### src/hdl/gpt_pkg.sv
// shared constants, register map and types of the general purpose timer unit
package gpt_pkg;

  // clock and count-rate limits
  localparam int CLK_PERIOD_NS = 50;
  localparam int M1_MIN_COUNT_NS = 400;
  localparam int M2_MIN_COUNT_NS = 200;
  // least count period, rounded up to whole clock cycles
  localparam int M1_BASE_DIV = (M1_MIN_COUNT_NS + CLK_PERIOD_NS - 1) / CLK_PERIOD_NS;
  localparam int M2_BASE_DIV = (M2_MIN_COUNT_NS + CLK_PERIOD_NS - 1) / CLK_PERIOD_NS;
  localparam logic [3:0] M1_BASE_LAST = 4'(M1_BASE_DIV - 1);
  localparam logic [3:0] M2_BASE_LAST = 4'(M2_BASE_DIV - 1);

  localparam int TW = 16;
  localparam int NUM_TIMERS = 5;
  localparam int NUM_IRQ = 6;

  // timer array indices; index 5 is the capture register's interrupt source, not a timer
  localparam int IX_AUX_A = 0;
  localparam int IX_CORE = 1;
  localparam int IX_AUX_B = 2;
  localparam int IX_SAUX = 3;
  localparam int IX_SCORE = 4;
  localparam int IX_CAPTURE_RELOAD_REGISTER = 5;

  // register word indices; byte address is four times the index
  localparam logic [5:0] REG_CNT_BASE = 6'h00;
  localparam logic [5:0] REG_CAPTURE_RELOAD_REGISTER = 6'h05;
  localparam logic [5:0] REG_CON_BASE = 6'h06;
  localparam logic [5:0] REG_IC_BASE = 6'h0B;
  localparam logic [5:0] REG_LAST = 6'h10;

  localparam logic [15:0] CNT_RST = 16'h0000;
  localparam logic [15:0] CON_RST = 16'h0000;
  localparam logic [7:0] IC_RST = 8'h00;
  localparam logic [1:0] RESP_OKAY = 2'h0;
  localparam logic [1:0] RESP_SLVERR = 2'h2;

  typedef enum logic [1:0] {
    GPT_MODE_TIMER,
    GPT_MODE_COUNTER,
    GPT_MODE_GATED,
    GPT_MODE_AUX
  } gpt_mode_t;

  // per-timer control word
  typedef struct packed {
    logic cap_en;      // second aux timer: capture into capture_reload_register
    logic opt;         // second aux: clear after capture; second core: reload on wrap
    logic aux_reload;  // aux mode: 1 reload, 0 capture
    logic out_en;      // toggle latch drives its pin
    logic ext_dir;     // core timer: direction pin flips the direction
    logic down;
    logic run;
    logic gate_hi;     // active gate level
    logic src_latch;   // count/reload trigger from the core toggle latch
    logic [1:0] edge_sel;  // bit0 rising, bit1 falling
    gpt_mode_t mode;
    logic [2:0] presc;
  } gpt_tcon_t;

  // per-source interrupt control
  typedef struct packed {
    logic flag;
    logic en;
    logic [1:0] pad;
    logic [3:0] prio;
  } gpt_ic_t;

  typedef struct packed {
    logic aux_a_in;
    logic core_in;
    logic aux_b_in;
    logic core_dir;
    logic cap_in;
  } gpt_pins_t;

endpackage : gpt_pkg

### src/hdl/gpt_top.sv
// general purpose timer unit: two timer modules behind an AXI4-Lite slave
`timescale 1ns/1ps

module gpt_top (
  input wire logic CORE_CLK,
  input wire logic RSTN,
  input wire logic CE,
  input wire gpt_pkg::gpt_pins_t PINS,
  input wire logic [7:0] S_AXI_AWADDR,
  input wire logic S_AXI_AWVALID,
  output logic S_AXI_AWREADY,
  input wire logic [31:0] S_AXI_WDATA,
  input wire logic [3:0] S_AXI_WSTRB,
  input wire logic S_AXI_WVALID,
  output logic S_AXI_WREADY,
  output logic [1:0] S_AXI_BRESP,
  output logic S_AXI_BVALID,
  input wire logic S_AXI_BREADY,
  input wire logic [7:0] S_AXI_ARADDR,
  input wire logic S_AXI_ARVALID,
  output logic S_AXI_ARREADY,
  output logic [31:0] S_AXI_RDATA,
  output logic [1:0] S_AXI_RRESP,
  output logic S_AXI_RVALID,
  input wire logic S_AXI_RREADY,
  output logic CORE_TOGGLE_OUT,
  output logic SECOND_CORE_TOGGLE_OUT,
  output logic SECOND_CORE_WRAP,
  output logic [5:0] IRQ_REQ
);
  import gpt_pkg::*;

  function automatic logic [16:0] step(input logic [15:0] v, input logic dn);
    if (dn) begin
      step = {v == 16'h0000, 16'(v - 16'h0001)};
    end else begin
      step = {v == 16'hFFFF, 16'(v + 16'h0001)};
    end
  endfunction : step
  function automatic logic ptick(input logic [7:0] pre, input logic [2:0] ps);
    logic [7:0] m;
    m = 8'((9'h001 << ps) - 9'h001);
    ptick = (pre & m) == m;
  endfunction : ptick
  function automatic logic edge_hit(input logic r, input logic f, input logic [1:0] sel);
    edge_hit = (sel[0] & r) | (sel[1] & f);
  endfunction : edge_hit
  function automatic logic [15:0] merge16(input logic [15:0] old, input logic [31:0] d,
                                          input logic [3:0] strb);
    merge16 = {strb[1] ? d[15:8] : old[15:8], strb[0] ? d[7:0] : old[7:0]};
  endfunction : merge16
  // bus-side state
  logic aw_have_q, aw_have_d, w_have_q, w_have_d;
  logic [7:0] awaddr_q, awaddr_d;
  logic [31:0] wdata_q, wdata_d;
  logic [3:0] wstrb_q, wstrb_d;
  logic awready_q, awready_d, wready_q, wready_d;
  logic bvalid_q, bvalid_d, arready_q, arready_d, rvalid_q, rvalid_d;
  logic [1:0] bresp_q, bresp_d, rresp_q, rresp_d;
  logic [31:0] rdata_q, rdata_d;
  logic do_wr;
  logic [5:0] wr_idx, rd_idx;
  // timer-side state
  logic [15:0] cnt_q [NUM_TIMERS];
  logic [15:0] cnt_d [NUM_TIMERS];
  gpt_tcon_t con_q [NUM_TIMERS];
  gpt_tcon_t con_d [NUM_TIMERS];
  gpt_ic_t ic_q [NUM_IRQ];
  gpt_ic_t ic_d [NUM_IRQ];
  logic [15:0] capr_q, capr_d;
  gpt_pins_t s1_q, s1_d, s2_q, s2_d, s3_q, s3_d;
  logic [3:0] b1_q, b1_d, b2_q, b2_d;
  logic [7:0] pre1_q, pre1_d, pre2_q, pre2_d;
  logic tl3_q, tl3_d, tl6_q, tl6_d;
  logic core_toggle_output_pin_q, core_toggle_output_pin_d, second_core_toggle_output_pin_q, second_core_toggle_output_pin_d, wrap6_q, wrap6_d;
  logic [5:0] irq_q, irq_d;
  assign do_wr = aw_have_q & w_have_q & ~bvalid_q;
  assign wr_idx = awaddr_q[7:2];
  assign rd_idx = S_AXI_ARADDR[7:2];
  // ---------------- AXI4-Lite slave ----------------
  always_comb begin
    aw_have_d = aw_have_q;
    w_have_d = w_have_q;
    awaddr_d = awaddr_q;
    wdata_d = wdata_q;
    wstrb_d = wstrb_q;
    bvalid_d = bvalid_q;
    bresp_d = bresp_q;
    arready_d = arready_q;
    rvalid_d = rvalid_q;
    rresp_d = rresp_q;
    rdata_d = rdata_q;
    if (S_AXI_AWVALID & awready_q) begin
      aw_have_d = 1'b1;
      awaddr_d = S_AXI_AWADDR;
    end
    if (S_AXI_WVALID & wready_q) begin
      w_have_d = 1'b1;
      wdata_d = S_AXI_WDATA;
      wstrb_d = S_AXI_WSTRB;
    end
    if (do_wr) begin
      aw_have_d = 1'b0;
      w_have_d = 1'b0;
      bvalid_d = 1'b1;
      bresp_d = (wr_idx <= REG_LAST) ? RESP_OKAY : RESP_SLVERR;
    end else if (bvalid_q & S_AXI_BREADY) begin
      bvalid_d = 1'b0;
    end
    // address and data are accepted again only after the response is taken
    awready_d = ~aw_have_d & ~bvalid_d;
    wready_d = ~w_have_d & ~bvalid_d;
    if (S_AXI_ARVALID & arready_q) begin
      arready_d = 1'b0;
      rvalid_d = 1'b1;
      rresp_d = RESP_OKAY;
      rdata_d = 32'h0000_0000;
      if (rd_idx < REG_CAPTURE_RELOAD_REGISTER) begin
        rdata_d[15:0] = cnt_q[rd_idx[2:0]];
      end else if (rd_idx == REG_CAPTURE_RELOAD_REGISTER) begin
        rdata_d[15:0] = capr_q;
      end else if (rd_idx < REG_IC_BASE) begin
        rdata_d[15:0] = con_q[3'(rd_idx - REG_CON_BASE)];
      end else if (rd_idx <= REG_LAST) begin
        rdata_d[7:0] = ic_q[3'(rd_idx - REG_IC_BASE)];
      end else begin
        rresp_d = RESP_SLVERR;
      end
    end else if (rvalid_q & S_AXI_RREADY) begin
      rvalid_d = 1'b0;
      arready_d = 1'b1;
    end
  end
  always_ff @(posedge CORE_CLK) begin
    if (!RSTN) begin
      aw_have_q <= 1'b0;
      w_have_q <= 1'b0;
      awaddr_q <= 8'h00;
      wdata_q <= 32'h0000_0000;
      wstrb_q <= 4'h0;
      awready_q <= 1'b0;
      wready_q <= 1'b0;
      bvalid_q <= 1'b0;
      bresp_q <= RESP_OKAY;
      arready_q <= 1'b0;
      rvalid_q <= 1'b0;
      rresp_q <= RESP_OKAY;
      rdata_q <= 32'h0000_0000;
    end else if (CE) begin
      aw_have_q <= aw_have_d;
      w_have_q <= w_have_d;
      awaddr_q <= awaddr_d;
      wdata_q <= wdata_d;
      wstrb_q <= wstrb_d;
      awready_q <= awready_d;
      wready_q <= wready_d;
      bvalid_q <= bvalid_d;
      bresp_q <= bresp_d;
      // ready rises the first enabled cycle after reset
      arready_q <= arready_d | (~arready_q & ~rvalid_q);
      rvalid_q <= rvalid_d;
      rresp_q <= rresp_d;
      rdata_q <= rdata_d;
    end
  end
  // ---------------- timers ----------------
  logic tb1, tb2, lrise, lfall, l6rise, l6fall, dir3, inc;
  logic [1:0] arise, afall, reload3;
  logic [16:0] w;
  logic [5:0] ev;
  gpt_pins_t rise, fall;
  gpt_tcon_t c;
  always_comb begin
    for (int i = 0; i < NUM_TIMERS; i++) begin
      cnt_d[i] = cnt_q[i];
      con_d[i] = con_q[i];
    end
    for (int i = 0; i < NUM_IRQ; i++) begin
      ic_d[i] = ic_q[i];
    end
    capr_d = capr_q;
    tl3_d = tl3_q;
    tl6_d = tl6_q;
    ev = 6'h00;
    reload3 = 2'b00;
    w = 17'h00000;
    inc = 1'b0;
    c = con_q[IX_CORE];
    // two-stage synchroniser, third stage only for edge detection
    s1_d = PINS;
    s2_d = s1_q;
    s3_d = s2_q;
    rise = s2_q & ~s3_q;
    fall = ~s2_q & s3_q;
    arise = {rise.aux_b_in, rise.aux_a_in};
    afall = {fall.aux_b_in, fall.aux_a_in};
    // base ticks bound the fastest count rate of each module in timer and gated mode; counter mode steps on its input edges
    tb1 = (b1_q == M1_BASE_LAST);
    tb2 = (b2_q == M2_BASE_LAST);
    b1_d = tb1 ? 4'h0 : 4'(b1_q + 4'h1);
    b2_d = tb2 ? 4'h0 : 4'(b2_q + 4'h1);
    pre1_d = tb1 ? 8'(pre1_q + 8'h01) : pre1_q;
    pre2_d = tb2 ? 8'(pre2_q + 8'h01) : pre2_q;
    // core timer
    dir3 = c.down ^ (c.ext_dir & s2_q.core_dir);
    unique case (c.mode)
      GPT_MODE_COUNTER: inc = edge_hit(rise.core_in, fall.core_in, c.edge_sel);
      GPT_MODE_GATED: inc = tb1 & ptick(pre1_q, c.presc) & (s2_q.core_in == c.gate_hi);
      default: inc = tb1 & ptick(pre1_q, c.presc);
    endcase
    inc = inc & c.run;
    w = step(cnt_q[IX_CORE], dir3);
    if (inc) begin
      cnt_d[IX_CORE] = w[15:0];
    end
    lrise = inc & w[16] & ~tl3_q;
    lfall = inc & w[16] & tl3_q;
    if (inc & w[16]) begin
      tl3_d = ~tl3_q;
      ev[IX_CORE] = 1'b1;
    end
    // auxiliary timers of module one
    for (int j = 0; j < 2; j++) begin
      c = con_q[2 * j];
      if (c.mode == GPT_MODE_AUX) begin
        // stopped while acting as capture or reload register
        if (!c.aux_reload) begin
          if (edge_hit(arise[j], afall[j], c.edge_sel)) begin
            cnt_d[2 * j] = cnt_q[IX_CORE];
            ev[2 * j] = 1'b1;
          end
        end else if (c.src_latch ? edge_hit(lrise, lfall, c.edge_sel)
                                 : edge_hit(arise[j], afall[j], c.edge_sel)) begin
          reload3[j] = 1'b1;
        end
      end else begin
        unique case (c.mode)
          GPT_MODE_COUNTER: begin
            inc = c.src_latch ? edge_hit(lrise, lfall, c.edge_sel)
                              : edge_hit(arise[j], afall[j], c.edge_sel);
          end
          GPT_MODE_GATED: begin
            inc = tb1 & ptick(pre1_q, c.presc) &
                  ((j == 0 ? s2_q.aux_a_in : s2_q.aux_b_in) == c.gate_hi);
          end
          default: inc = tb1 & ptick(pre1_q, c.presc);
        endcase
        w = step(cnt_q[2 * j], c.down);
        if (inc & c.run) begin
          cnt_d[2 * j] = w[15:0];
          ev[2 * j] = w[16];
        end
      end
    end
    // each aux timer reloads on the edges its own edge_sel picks; rising on one, falling on the other gives PWM with no software
    if (reload3[0]) begin
      cnt_d[IX_CORE] = cnt_q[IX_AUX_A];
    end else if (reload3[1]) begin
      cnt_d[IX_CORE] = cnt_q[IX_AUX_B];
    end
    // second core timer
    c = con_q[IX_SCORE];
    w = step(cnt_q[IX_SCORE], c.down);
    inc = c.run & tb2 & ptick(pre2_q, c.presc);
    if (inc) begin
      cnt_d[IX_SCORE] = (w[16] & c.opt) ? capr_q : w[15:0];
    end
    wrap6_d = inc & w[16];
    l6rise = wrap6_d & ~tl6_q;
    l6fall = wrap6_d & tl6_q;
    if (wrap6_d) begin
      tl6_d = ~tl6_q;
      ev[IX_SCORE] = 1'b1;
    end
    // second aux timer: prescaled or chained to the second core latch
    c = con_q[IX_SAUX];
    w = step(cnt_q[IX_SAUX], c.down);
    inc = c.run & ((c.mode == GPT_MODE_COUNTER) ? (l6rise | l6fall)
                                                : (tb2 & ptick(pre2_q, c.presc)));
    if (inc) begin
      cnt_d[IX_SAUX] = w[15:0];
      ev[IX_SAUX] = w[16];
    end
    if (c.cap_en & edge_hit(rise.cap_in, fall.cap_in, c.edge_sel)) begin
      capr_d = cnt_q[IX_SAUX];
      ev[IX_CAPTURE_RELOAD_REGISTER] = 1'b1;
      if (c.opt) begin
        cnt_d[IX_SAUX] = CNT_RST;
      end
    end

    // a software write to a count wins over the hardware update of the same cycle
    if (do_wr) begin
      if (wr_idx < REG_CAPTURE_RELOAD_REGISTER) begin
        cnt_d[wr_idx[2:0]] = merge16(cnt_q[wr_idx[2:0]], wdata_q, wstrb_q);
      end else if (wr_idx == REG_CAPTURE_RELOAD_REGISTER) begin
        capr_d = merge16(capr_q, wdata_q, wstrb_q);
      end else if (wr_idx < REG_IC_BASE) begin
        con_d[3'(wr_idx - REG_CON_BASE)] =
          merge16(con_q[3'(wr_idx - REG_CON_BASE)], wdata_q, wstrb_q);
      end else if (wr_idx <= REG_LAST && wstrb_q[0]) begin
        ic_d[3'(wr_idx - REG_IC_BASE)] = wdata_q[7:0];
        ic_d[3'(wr_idx - REG_IC_BASE)].pad = 2'b00;
      end
    end
    // hardware set wins over a software clear
    for (int i = 0; i < NUM_IRQ; i++) begin
      ic_d[i].flag = ic_d[i].flag | ev[i];
      irq_d[i] = ic_d[i].flag & ic_d[i].en;
    end
    core_toggle_output_pin_d = tl3_d & con_d[IX_CORE].out_en;
    second_core_toggle_output_pin_d = tl6_d & con_d[IX_SCORE].out_en;
  end

  always_ff @(posedge CORE_CLK) begin
    if (!RSTN) begin
      for (int i = 0; i < NUM_TIMERS; i++) begin
        cnt_q[i] <= CNT_RST;
        con_q[i] <= CON_RST;
      end
      for (int i = 0; i < NUM_IRQ; i++) begin
        ic_q[i] <= IC_RST;
      end
      capr_q <= CNT_RST;
      s1_q <= '0;
      s2_q <= '0;
      s3_q <= '0;
      b1_q <= 4'h0;
      b2_q <= 4'h0;
      pre1_q <= 8'h00;
      pre2_q <= 8'h00;
      tl3_q <= 1'b0;
      tl6_q <= 1'b0;
      core_toggle_output_pin_q <= 1'b0;
      second_core_toggle_output_pin_q <= 1'b0;
      wrap6_q <= 1'b0;
      irq_q <= 6'h00;
    end else if (CE) begin
      cnt_q <= cnt_d;
      con_q <= con_d;
      ic_q <= ic_d;
      capr_q <= capr_d;
      s1_q <= s1_d;
      s2_q <= s2_d;
      s3_q <= s3_d;
      b1_q <= b1_d;
      b2_q <= b2_d;
      pre1_q <= pre1_d;
      pre2_q <= pre2_d;
      tl3_q <= tl3_d;
      tl6_q <= tl6_d;
      core_toggle_output_pin_q <= core_toggle_output_pin_d;
      second_core_toggle_output_pin_q <= second_core_toggle_output_pin_d;
      wrap6_q <= wrap6_d;
      irq_q <= irq_d;
    end
  end

  assign S_AXI_AWREADY = awready_q;
  assign S_AXI_WREADY = wready_q;
  assign S_AXI_BVALID = bvalid_q;
  assign S_AXI_BRESP = bresp_q;
  assign S_AXI_ARREADY = arready_q;
  assign S_AXI_RVALID = rvalid_q;
  assign S_AXI_RRESP = rresp_q;
  assign S_AXI_RDATA = rdata_q;
  assign CORE_TOGGLE_OUT = core_toggle_output_pin_q;
  assign SECOND_CORE_TOGGLE_OUT = second_core_toggle_output_pin_q;
  assign SECOND_CORE_WRAP = wrap6_q;
  assign IRQ_REQ = irq_q;

endmodule : gpt_top

### config.mk
export PLATFORM = sky130hd
export DESIGN_NAME = gpt_top
export DESIGN_NICKNAME = d
export VERILOG_FILES = /design/src/hdl/gpt_pkg.sv /design/src/hdl/gpt_top.sv
export SDC_FILE = /design/constraint.sdc
export NUM_CORES = 1
export LEC_CHECK = 0
export ABC_CLOCK_PERIOD_IN_PS = 9700
export BUFFER_PORTS_ARGS = -buffer_cell sky130_fd_sc_hd__buf_2
export CAP_MARGIN = 20
export CORE_MARGIN = 4
export CORE_UTILIZATION = 45
export CTS_BUF_LIST = sky130_fd_sc_hd__clkbuf_8
export DETAILED_ROUTE_END_ITERATION = 8
export HOLD_SLACK_MARGIN = 0.12
export PLACE_DENSITY = 0.68
export SYNTH_ARGS = -nofsm -noshare
export SYNTH_HDL_FRONTEND = slang
export SYNTH_SLANG_ARGS = --single-unit
### constraint.sdc
create_clock -name CORE_CLK -period 9.7 [get_ports CORE_CLK]
set_input_delay 1.94 -clock CORE_CLK [delete_from_list [all_inputs] [get_ports CORE_CLK]]
set_output_delay 1.94 -clock CORE_CLK [all_outputs]
set_load 0.02 [all_outputs]
==> summary.md, run 1 <==
| Metric | Value |
|---|---|
| Status | `complete, no violations` |
| Leak | `9.36 nW` |
| Period Utilization, post-route | `0.529` |
| Max Cap Viol | `0` |
| CTS HTree Levels | `2` |
| Clock skew | `0.0487 ns` |
| Pre-CTS WS | `4.17 ns` |
| Initial Util | `0.457` |
| Initial antenna violation count | `1` |
| Clock sink count | `320` |
| Die height | `226 um` |
| Final nets | `2788` |
| Final WS setup | `4.57 ns` |
| Row count | `79` |
| Residual DRC count | `0` |
| Fin crit period | `5.13 ns` |
| Critical path required time | `10.28 ns` |
| CP max FO | `22` |
| Die span in x | `226 um` |
| Ys async rst share | `0` |
| Ratio of cells with drive above 1 in the final layout | `0.119` |
| Syn-to-layout area delta | `9.57%` |
| Commonest cells in the netlist | `339 x nor2_1, 320 x dfxtp_1, 274 x nand2_1` |
| Full die area | `0.0510 mm2` |
| Vias | `21640` |
| Crit path kind | `reg2reg` |
| Fin. Hold Viols | `0` |
| Worst hold stages | `2` |
| Worst-skew pair later-pin latency | `0.69 ns` |
| Endpoint class of the critical path | `register` |
| Hold slack | `0.460 ns` |
| Slew Limit Headroom | `0.196` |
| ANT nets after route | `0` |
| Worst R2R Start | `b1_q[0]` |
| Syn Inst Count | `2621` |
| Peak VDD IR | `135 uV` |
| R2R cell count | `16` |
| Comb pwr share | `0.085` |
| Post-CTS setup buffers | `0` |
| Clock power share | `0.474` |
| Clk buf depth | `3` |
| Sequential share of power | `0.441` |
| Seq/Total Area, Yosys | `0.300` |
| GP Congestion | `0.978` |
| Largest net degree at the start of global routing | `197` |
| Yosys top cell area share | `0.300` |
| WL/cell | `25.4 um` |
| Final setup viols | `0` |
| Worst R2R Setup Slack | `4.57 ns` |
| Post_cts resized | `0` |
| Psw | `860 uW` |
| RSZ-0062 raised after global routing | `false` |
| HP Start | `S_AXI_RRESP[1]` |
| Met1 GRT Util | `0.399` |
| Worst-path clk slew | `0.06 ns` |
| Upper clock frequency limit | `195 MHz` |
| Commonest register cell after synthesis | `dfxtp_1` |
| CTS tree | `done` |
| Synthesized area per cell | `8.15 um2` |
| Arrival time worst endpoint | `5.71 ns` |
| Drt total wl | `83200 um` |
| Sw frac | `0.274` |
| Core ar. | `0.0468 mm2` |
| Port bufs | `74` |
| Vias in the first global route | `20335` |
| Synth warn | `0` |
| Number of buffers created by CTS | `58` |
| Slew @ Worst Pin | `1.20 ns` |
| Startpoint Class | `register` |
| DRT Pass-1 Iters | `6` |
| FF+latch count, synth | `320` |
| Final Slew Violations | `0` |
| Yosys top cell by area | `dfxtp_1` |
| Power per Cell Area | `134 mW/mm2` |
| Setup TNS | `0 ns` |
| Via density per instance | `6.60` |
| Post-CTS Hold Buffers | `0` |
| Post-synth EDFFs | `0` |
| M2 GR Usage | `0.482` |
| Worst r2r dst | `IRQ_REQ[2]` |
| Count of cell types in the netlist | `90` |
| Worst Hold End | `S_AXI_RRESP[1]` |
| Root Buffer | `clkbuf_8` |
| HPWL after DPL | `57400 um` |
| Count leader, synth | `nor2_1` |
| First-pass GRT wire length | `124000 um` |
| Netlist Area Pre-Place | `0.0214 mm2` |
| Largest cells by area after synthesis | `dfxtp_1 30%, mux2i_1 7.0%, nor2_1 6.0%, ha_1 5.7%, a21oi_1 5.4%` |
| Internal power | `2.28 mW` |
| Initial DRC count | `2637` |
| Worst hold path class | `reg2reg` |
| I/O pins | `115` |
| GR Util All Layers | `0.314` |
| Met3 usage | `0.0799` |
| Top Usage Layer GRT | `met2` |
| Total grt overflow | `0` |
[power by group through the flow]
stage               clock network [mW]  logic [mW]  registers [mW]
floorplan                            0       0.181            1.39
global placement                     0       0.254            1.41
detailed placement                   0       0.257            1.41
CTS                               1.50       0.258            1.38
global route                      1.56       0.284            1.38
finish                            1.49       0.267            1.38
[placed cells by master, fill, tap and decap left out, types with 68 or more instances in the layout]
cell type	n
o21ai_0	123
dfxtp_1	318
nor2_1	336
mux2i_1	150
ha_1	98
buf_2	72
a21oi_1	232
clkbuf_8	79
a221oi_1	68
nand2_1	274
inv_1	70
[metal layers]
layer,routed length [um],part of all wire
met5,12,0.00014
met1,31700,0.38
met2,35900,0.43
met4,5780,0.069
met3,9870,0.12
[through the flow]
stage	cells	total power [mW]	utilization	instance area (um2)
4_1_cts	3273	3.14	0.500	23400
5_1_grt	3275	3.23	0.501	23400
6_report	3277	3.14	0.501	23400
3_5_place_dp	3165	1.67	0.471	22000
3_3_place_gp	3165	1.66	0.471	22000
2_1_floorplan	2638	1.57	-	21400
[cell type report]
| cell class | count | area (um2) |
|---|---|---|
| Antenna cell | 2 | 5.00 |
| Clock buffer | 79 | 1090 |
| Clock inverter | 29 | 269 |
| Fill cell | 4447 | 23300 |
| Inverter | 69 | 264 |
| Multi-Input combinational cell | 2058 | 13900 |
| Sequential cell | 320 | 6410 |
| Tap cell | 607 | 759 |
| Timing Repair Buffer | 113 | 684 |
[cells by family after synthesis]
kind of cell             count (synthesis)  synth area share
adder cells (fa/ha/maj)                103            0.0621
AND/OR/NAND/NOR                        885             0.186
flip-flops                             320             0.300
multiplexers                           214             0.130
AO/OA/AOI/OAI                          764             0.241
other                                    1          0.000175
buffers and inverters                  260            0.0518
XOR/XNOR                                74            0.0303
[state kept, by name, indices dropped and copies added (netlist names), 5 cells and up]
signal       cells
IRQ_REQ          6
S_AXI_RDATA     16
awaddr_q         6
c               16
capr_q          16
cnt_q           80
con_q           64
ic_q            48
pre1_q           7
pre2_q           7
s1_q             5
s2_q             5
wdata_q         16
[worst max-delay path by stage]
stage / from / endpoint / depth (start not counted)
finish: b1_q[0] / IRQ_REQ[2] / 16
detailed placement: S_AXI_ARADDR[3] / S_AXI_RDATA[0] / 11
floorplan: S_AXI_ARADDR[2] / S_AXI_RDATA[6] / 13
global placement: S_AXI_ARADDR[3] / S_AXI_RDATA[1] / 11
CTS: b1_q[0] / IRQ_REQ[2] / 16
global route: b1_q[0] / IRQ_REQ[2] / 16
[worst max-delay path, stage by stage (launching register included)]
cell and delay [ns]:
dfxtp_1 0.37, ha_1 0.19, and3b_1 0.29, nand2_1 0.08, a211oi_1 0.26, a31oi_2 0.13, buf_4 0.27, nor2_1 0.37
ha_1 0.25, a221oi_1 0.08, a21oi_1 0.55, a22oi_1 0.47, nor2_2 0.69, inv_2 0.24, o211ai_1 0.45, nand3_1 0.14
a21oi_1 0.17
Power figures use the tool's default switching activity.
==> run 2, diff against run 1 <==
Settings changed: ABC_AREA from default to 1, ABC_CLOCK_PERIOD_IN_PS 9700 to 4900.
Clock period 9.7 ns to 4.9 ns, I/O delays scaled along.
==> summary.md, run 2 <==
| Metric | Value |
|---|---|
| Commonest cells in the netlist | `698 x nand2_1, 614 x a21oi_1, 546 x o21ai_0` |
| CP max FO | `22 (unchanged)` |
| ANT nets after route | `0 (unchanged)` |
| Met3 usage | `0.0637 (-0.0162)` |
| Ys async rst share | `0 (unchanged)` |
| GP Congestion | `1.04 (+5.8%)` |
| Top Usage Layer GRT | `met2` |
| Syn Inst Count | `3731 (+42%)` |
| RSZ-0062 raised after global routing | `false` |
| First-pass GRT wire length | `141000 um (+14%)` |
| Critical Path Start | `con_q[58]` |
| Top flop regs | `cnt_q x80, con_q x64, ic_q x48` |
| Top reg by flops | `cnt_q` |
| Core ar. | `0.0514 mm2 (+10%)` |
| Final nets | `3877 (+39%)` |
| Max FFs per register | `80 (unchanged)` |
| GR Util All Layers | `0.318 (+0.00380)` |
| Largest cells by area after synthesis | `dfxtp_1 27%, a21oi_1 13%, o21ai_0 12%, nand2_1 11%, inv_1 6.8%` |
| Endpoint class of the critical path | `register` |
| Final Slew Violations | `0 (unchanged)` |
| Fin. Hold Viols | `0 (unchanged)` |
| Leak | `10.7 nW (+14%)` |
| Leading cell type in the layout, fill and taps excluded | `nand2_1` |
| Slew Limit Headroom | `0.287 (+0.0913)` |
| Slowest stage delay, CP | `0.65 ns (-0.04 ns)` |
| Clk buf depth | `3 (unchanged)` |
| Post_cts resized | `0 (unchanged)` |
| Clock skew | `0.0689 ns (+0.0202 ns)` |
| Slew @ Worst Pin | `1.07 ns (-0.137 ns)` |
| Yosys top cell by area | `dfxtp_1` |
| Root Buffer | `clkbuf_8` |
| Crit path kind | `reg2reg` |
| FF+latch count, synth | `320 (unchanged)` |
| Max Cap Viol | `0 (unchanged)` |
| Power per Cell Area | `237 mW/mm2 (+77%)` |
| Peak VDD IR | `229 uV (+69%)` |
| Commonest cells after routing, fill and taps aside | `698 x nand2_1, 614 x a21oi_1, 546 x o21ai_0, 440 x inv_1, 319 x dfxtp_1` |
| Residual DRC count | `0 (unchanged)` |
| Die span in x | `236 um (+4.5%)` |
| HPWL after DPL | `67200 um (+17%)` |
| Clock sink count | `320 (unchanged)` |
| Via density per instance | `5.95 (-9.9%)` |
| DRT Pass-1 Iters | `6 (unchanged)` |
| Number of buffers created by CTS | `58 (unchanged)` |
| Drt total wl | `93500 um (+12%)` |
| Seq/Total Area, Yosys | `0.274 (-0.0260)` |
| Worst hold path class | `reg2reg` |
| Final setup viols | `0 (unchanged)` |
| CTS HTree Levels | `2 (unchanged)` |
| Commonest register cell after synthesis | `dfxtp_1` |
| Initial antenna violation count | `2 (+1)` |
| Post-CTS Hold Buffers | `0 (unchanged)` |
| Initial Util | `0.455 (-0.00187)` |
| Crit-path cells | `nand3_1 -> nand2_1 -> inv_1 -> nor4_1 -> o21a_1 -> ha_1 -> nand2_1 -> nand3_1 -> nand2_1 -> inv_1 -> nand3_1 -> nand2_1 -> nand2_1 -> o21ai_0 -> nor2_1 -> o21bai_1 -> a21oi_1` |
| Post-synth EDFFs | `0 (unchanged)` |
| CP Buf/Inv Count | `2 (unchanged)` |
| Hold slack | `0.432 ns (-0.0283 ns)` |
| Met1 GRT Util | `0.435 (+0.0355)` |
| Status | `complete, no violations` |
| Period Utilization, post-route | `0.819 (+0.290)` |
| Initial DRC count | `3627 (+38%)` |
| Netlist Area Pre-Place | `0.0234 mm2 (+9.5%)` |
| Port bufs | `74 (unchanged)` |
| M2 GR Usage | `0.472 (-0.00949)` |
| Post-CTS setup buffers | `0 (unchanged)` |
| Vias in the first global route | `23403 (+15%)` |
| Vias | `26329 (+22%)` |
| Crit-path slowest cell | `nor4_1` |
| Synth warn | `0 (unchanged)` |
| Worst-skew pair later-pin latency | `0.72 ns (+0.03 ns)` |
| Full die area | `0.0557 mm2 (+9.2%)` |
| I/O pins | `115 (unchanged)` |
| HP Start | `ic_q[4]` |
| Row count | `83 (+5.1%)` |
| CP most frequent cell | `nand2_1` |
| Worst-path clk slew | `0.06 ns (about the same)` |
| Synthesized area per cell | `6.27 um2 (-23%)` |
| Worst R2R Start | `con_q[58]` |
| Critical path required time | `5.41 ns (-4.87 ns)` |
| WL/cell | `21.1 um (-17%)` |
| Fin crit period | `4.01 ns (-1.12 ns)` |
| Family with the most delay on the worst path | `simple AND/OR/NAND/NOR gates` |
| Syn-to-layout area delta | `7.80%` |
| Count leader, synth | `nand2_1` |
| CTS tree | `done` |
| Die height | `236 um (+4.5%)` |
| Arrival time worst endpoint | `4.52 ns (-1.19 ns)` |
| Setup TNS | `0 ns (unchanged)` |
| Total grt overflow | `0 (unchanged)` |
| Largest net degree at the start of global routing | `119 (-40%)` |
| Yosys top cell area share | `0.274 (-0.0260)` |
| Ratio of cells with drive above 1 in the final layout | `0.0684 (-0.0504)` |
| Startpoint Class | `register` |
| Count of cell types in the netlist | `61 (-32%)` |
| Upper clock frequency limit | `249 MHz (+28%)` |
[run 2: cell count changes after synthesis, sizes merged, moves of 26 or more]
cell / delta
mux4: -49
and3: -31
nor2: -110
a211oi: -26
a221oi: -60
inv: +374
o21ai: +426
mux2i: -145
a21oi: +382
nand2: +429
nand3: +137
[run 2: metal layers]
metal	wire length (um)	vias to the layer above
met4	6040	2
met2	38900	1477
met3	10300	304
met5	15	-
li1	-	12578
met1	38300	11968
[run 2: area by class of cell]
type / count / area (um2)
repair buffers: 120 / 761
diodes: 1 / 2.50
multi-input cells: 2768 / 14400
inverters: 441 / 1660
clock buffers: 70 / 963
clock inverters: 25 / 151
flip-flops and latches: 320 / 6410
well taps: 680 / 851
fillers: 5448 / 26200
[run 2: through the flow]
| step | instances | utilization | setup WS [ns] | power [mW] | cell area, um2 |
|---|---|---|---|---|---|
| after global routing | 4424 | 0.491 | 0.748 | 6.15 | 25200 |
| after CTS | 4422 | 0.490 | 1.12 | 5.94 | 25200 |
| after floorplan | 3748 | - | 1.75 | 3.19 | 23500 |
| final | 4425 | 0.491 | 0.888 | 5.97 | 25200 |
| after detailed placement | 4327 | 0.468 | 0.985 | 3.43 | 24100 |
| after global placement | 4327 | 0.468 | 0.976 | 3.43 | 24100 |
[run 2: power breakdown]
group | internal [mW] | total (mW) | switching (mW)
Combinational | 0.179 | 0.719 | 0.540
Sequential | 2.64 | 2.70 | 0.0543
Clock | 1.33 | 2.55 | 1.22
[run 2: logic make-up (layout without fill, tap and decap cells)]
family	after synthesis	after routing	share of synthesized area
AO/OA/AOI/OAI	1353	1353	0.308
XOR/XNOR	57	57	0.0217
adder cells (fa/ha/maj)	103	103	0.0567
buffers and inverters	660	656	0.112
flip-flops	320	320	0.274
multiplexers	5	5	0.00214
other	1	19	0.000160
AND/OR/NAND/NOR	1232	1232	0.225
[run 2: worst register-to-register path, delay by kind of cell, from the launching register on]
family / cells / cell delay, ns
AOI/OAI and AO/OA: 4 / 0.91
and+or+nand+nor: 10 / 1.89
adders and majority gates: 1 / 0.19
DFF: 1 / 0.42
buffers and inverters: 2 / 0.41
[run 2: final timing paths]
kind	endpoint	slack, ns	depth (start not counted)
worst max-delay path	cnt_q[38]	0.89	17
worst min-delay path	ic_q[4]	0.43	2
worst max register to register	cnt_q[38]	0.89	17
worst min register to register	ic_q[4]	0.43	2
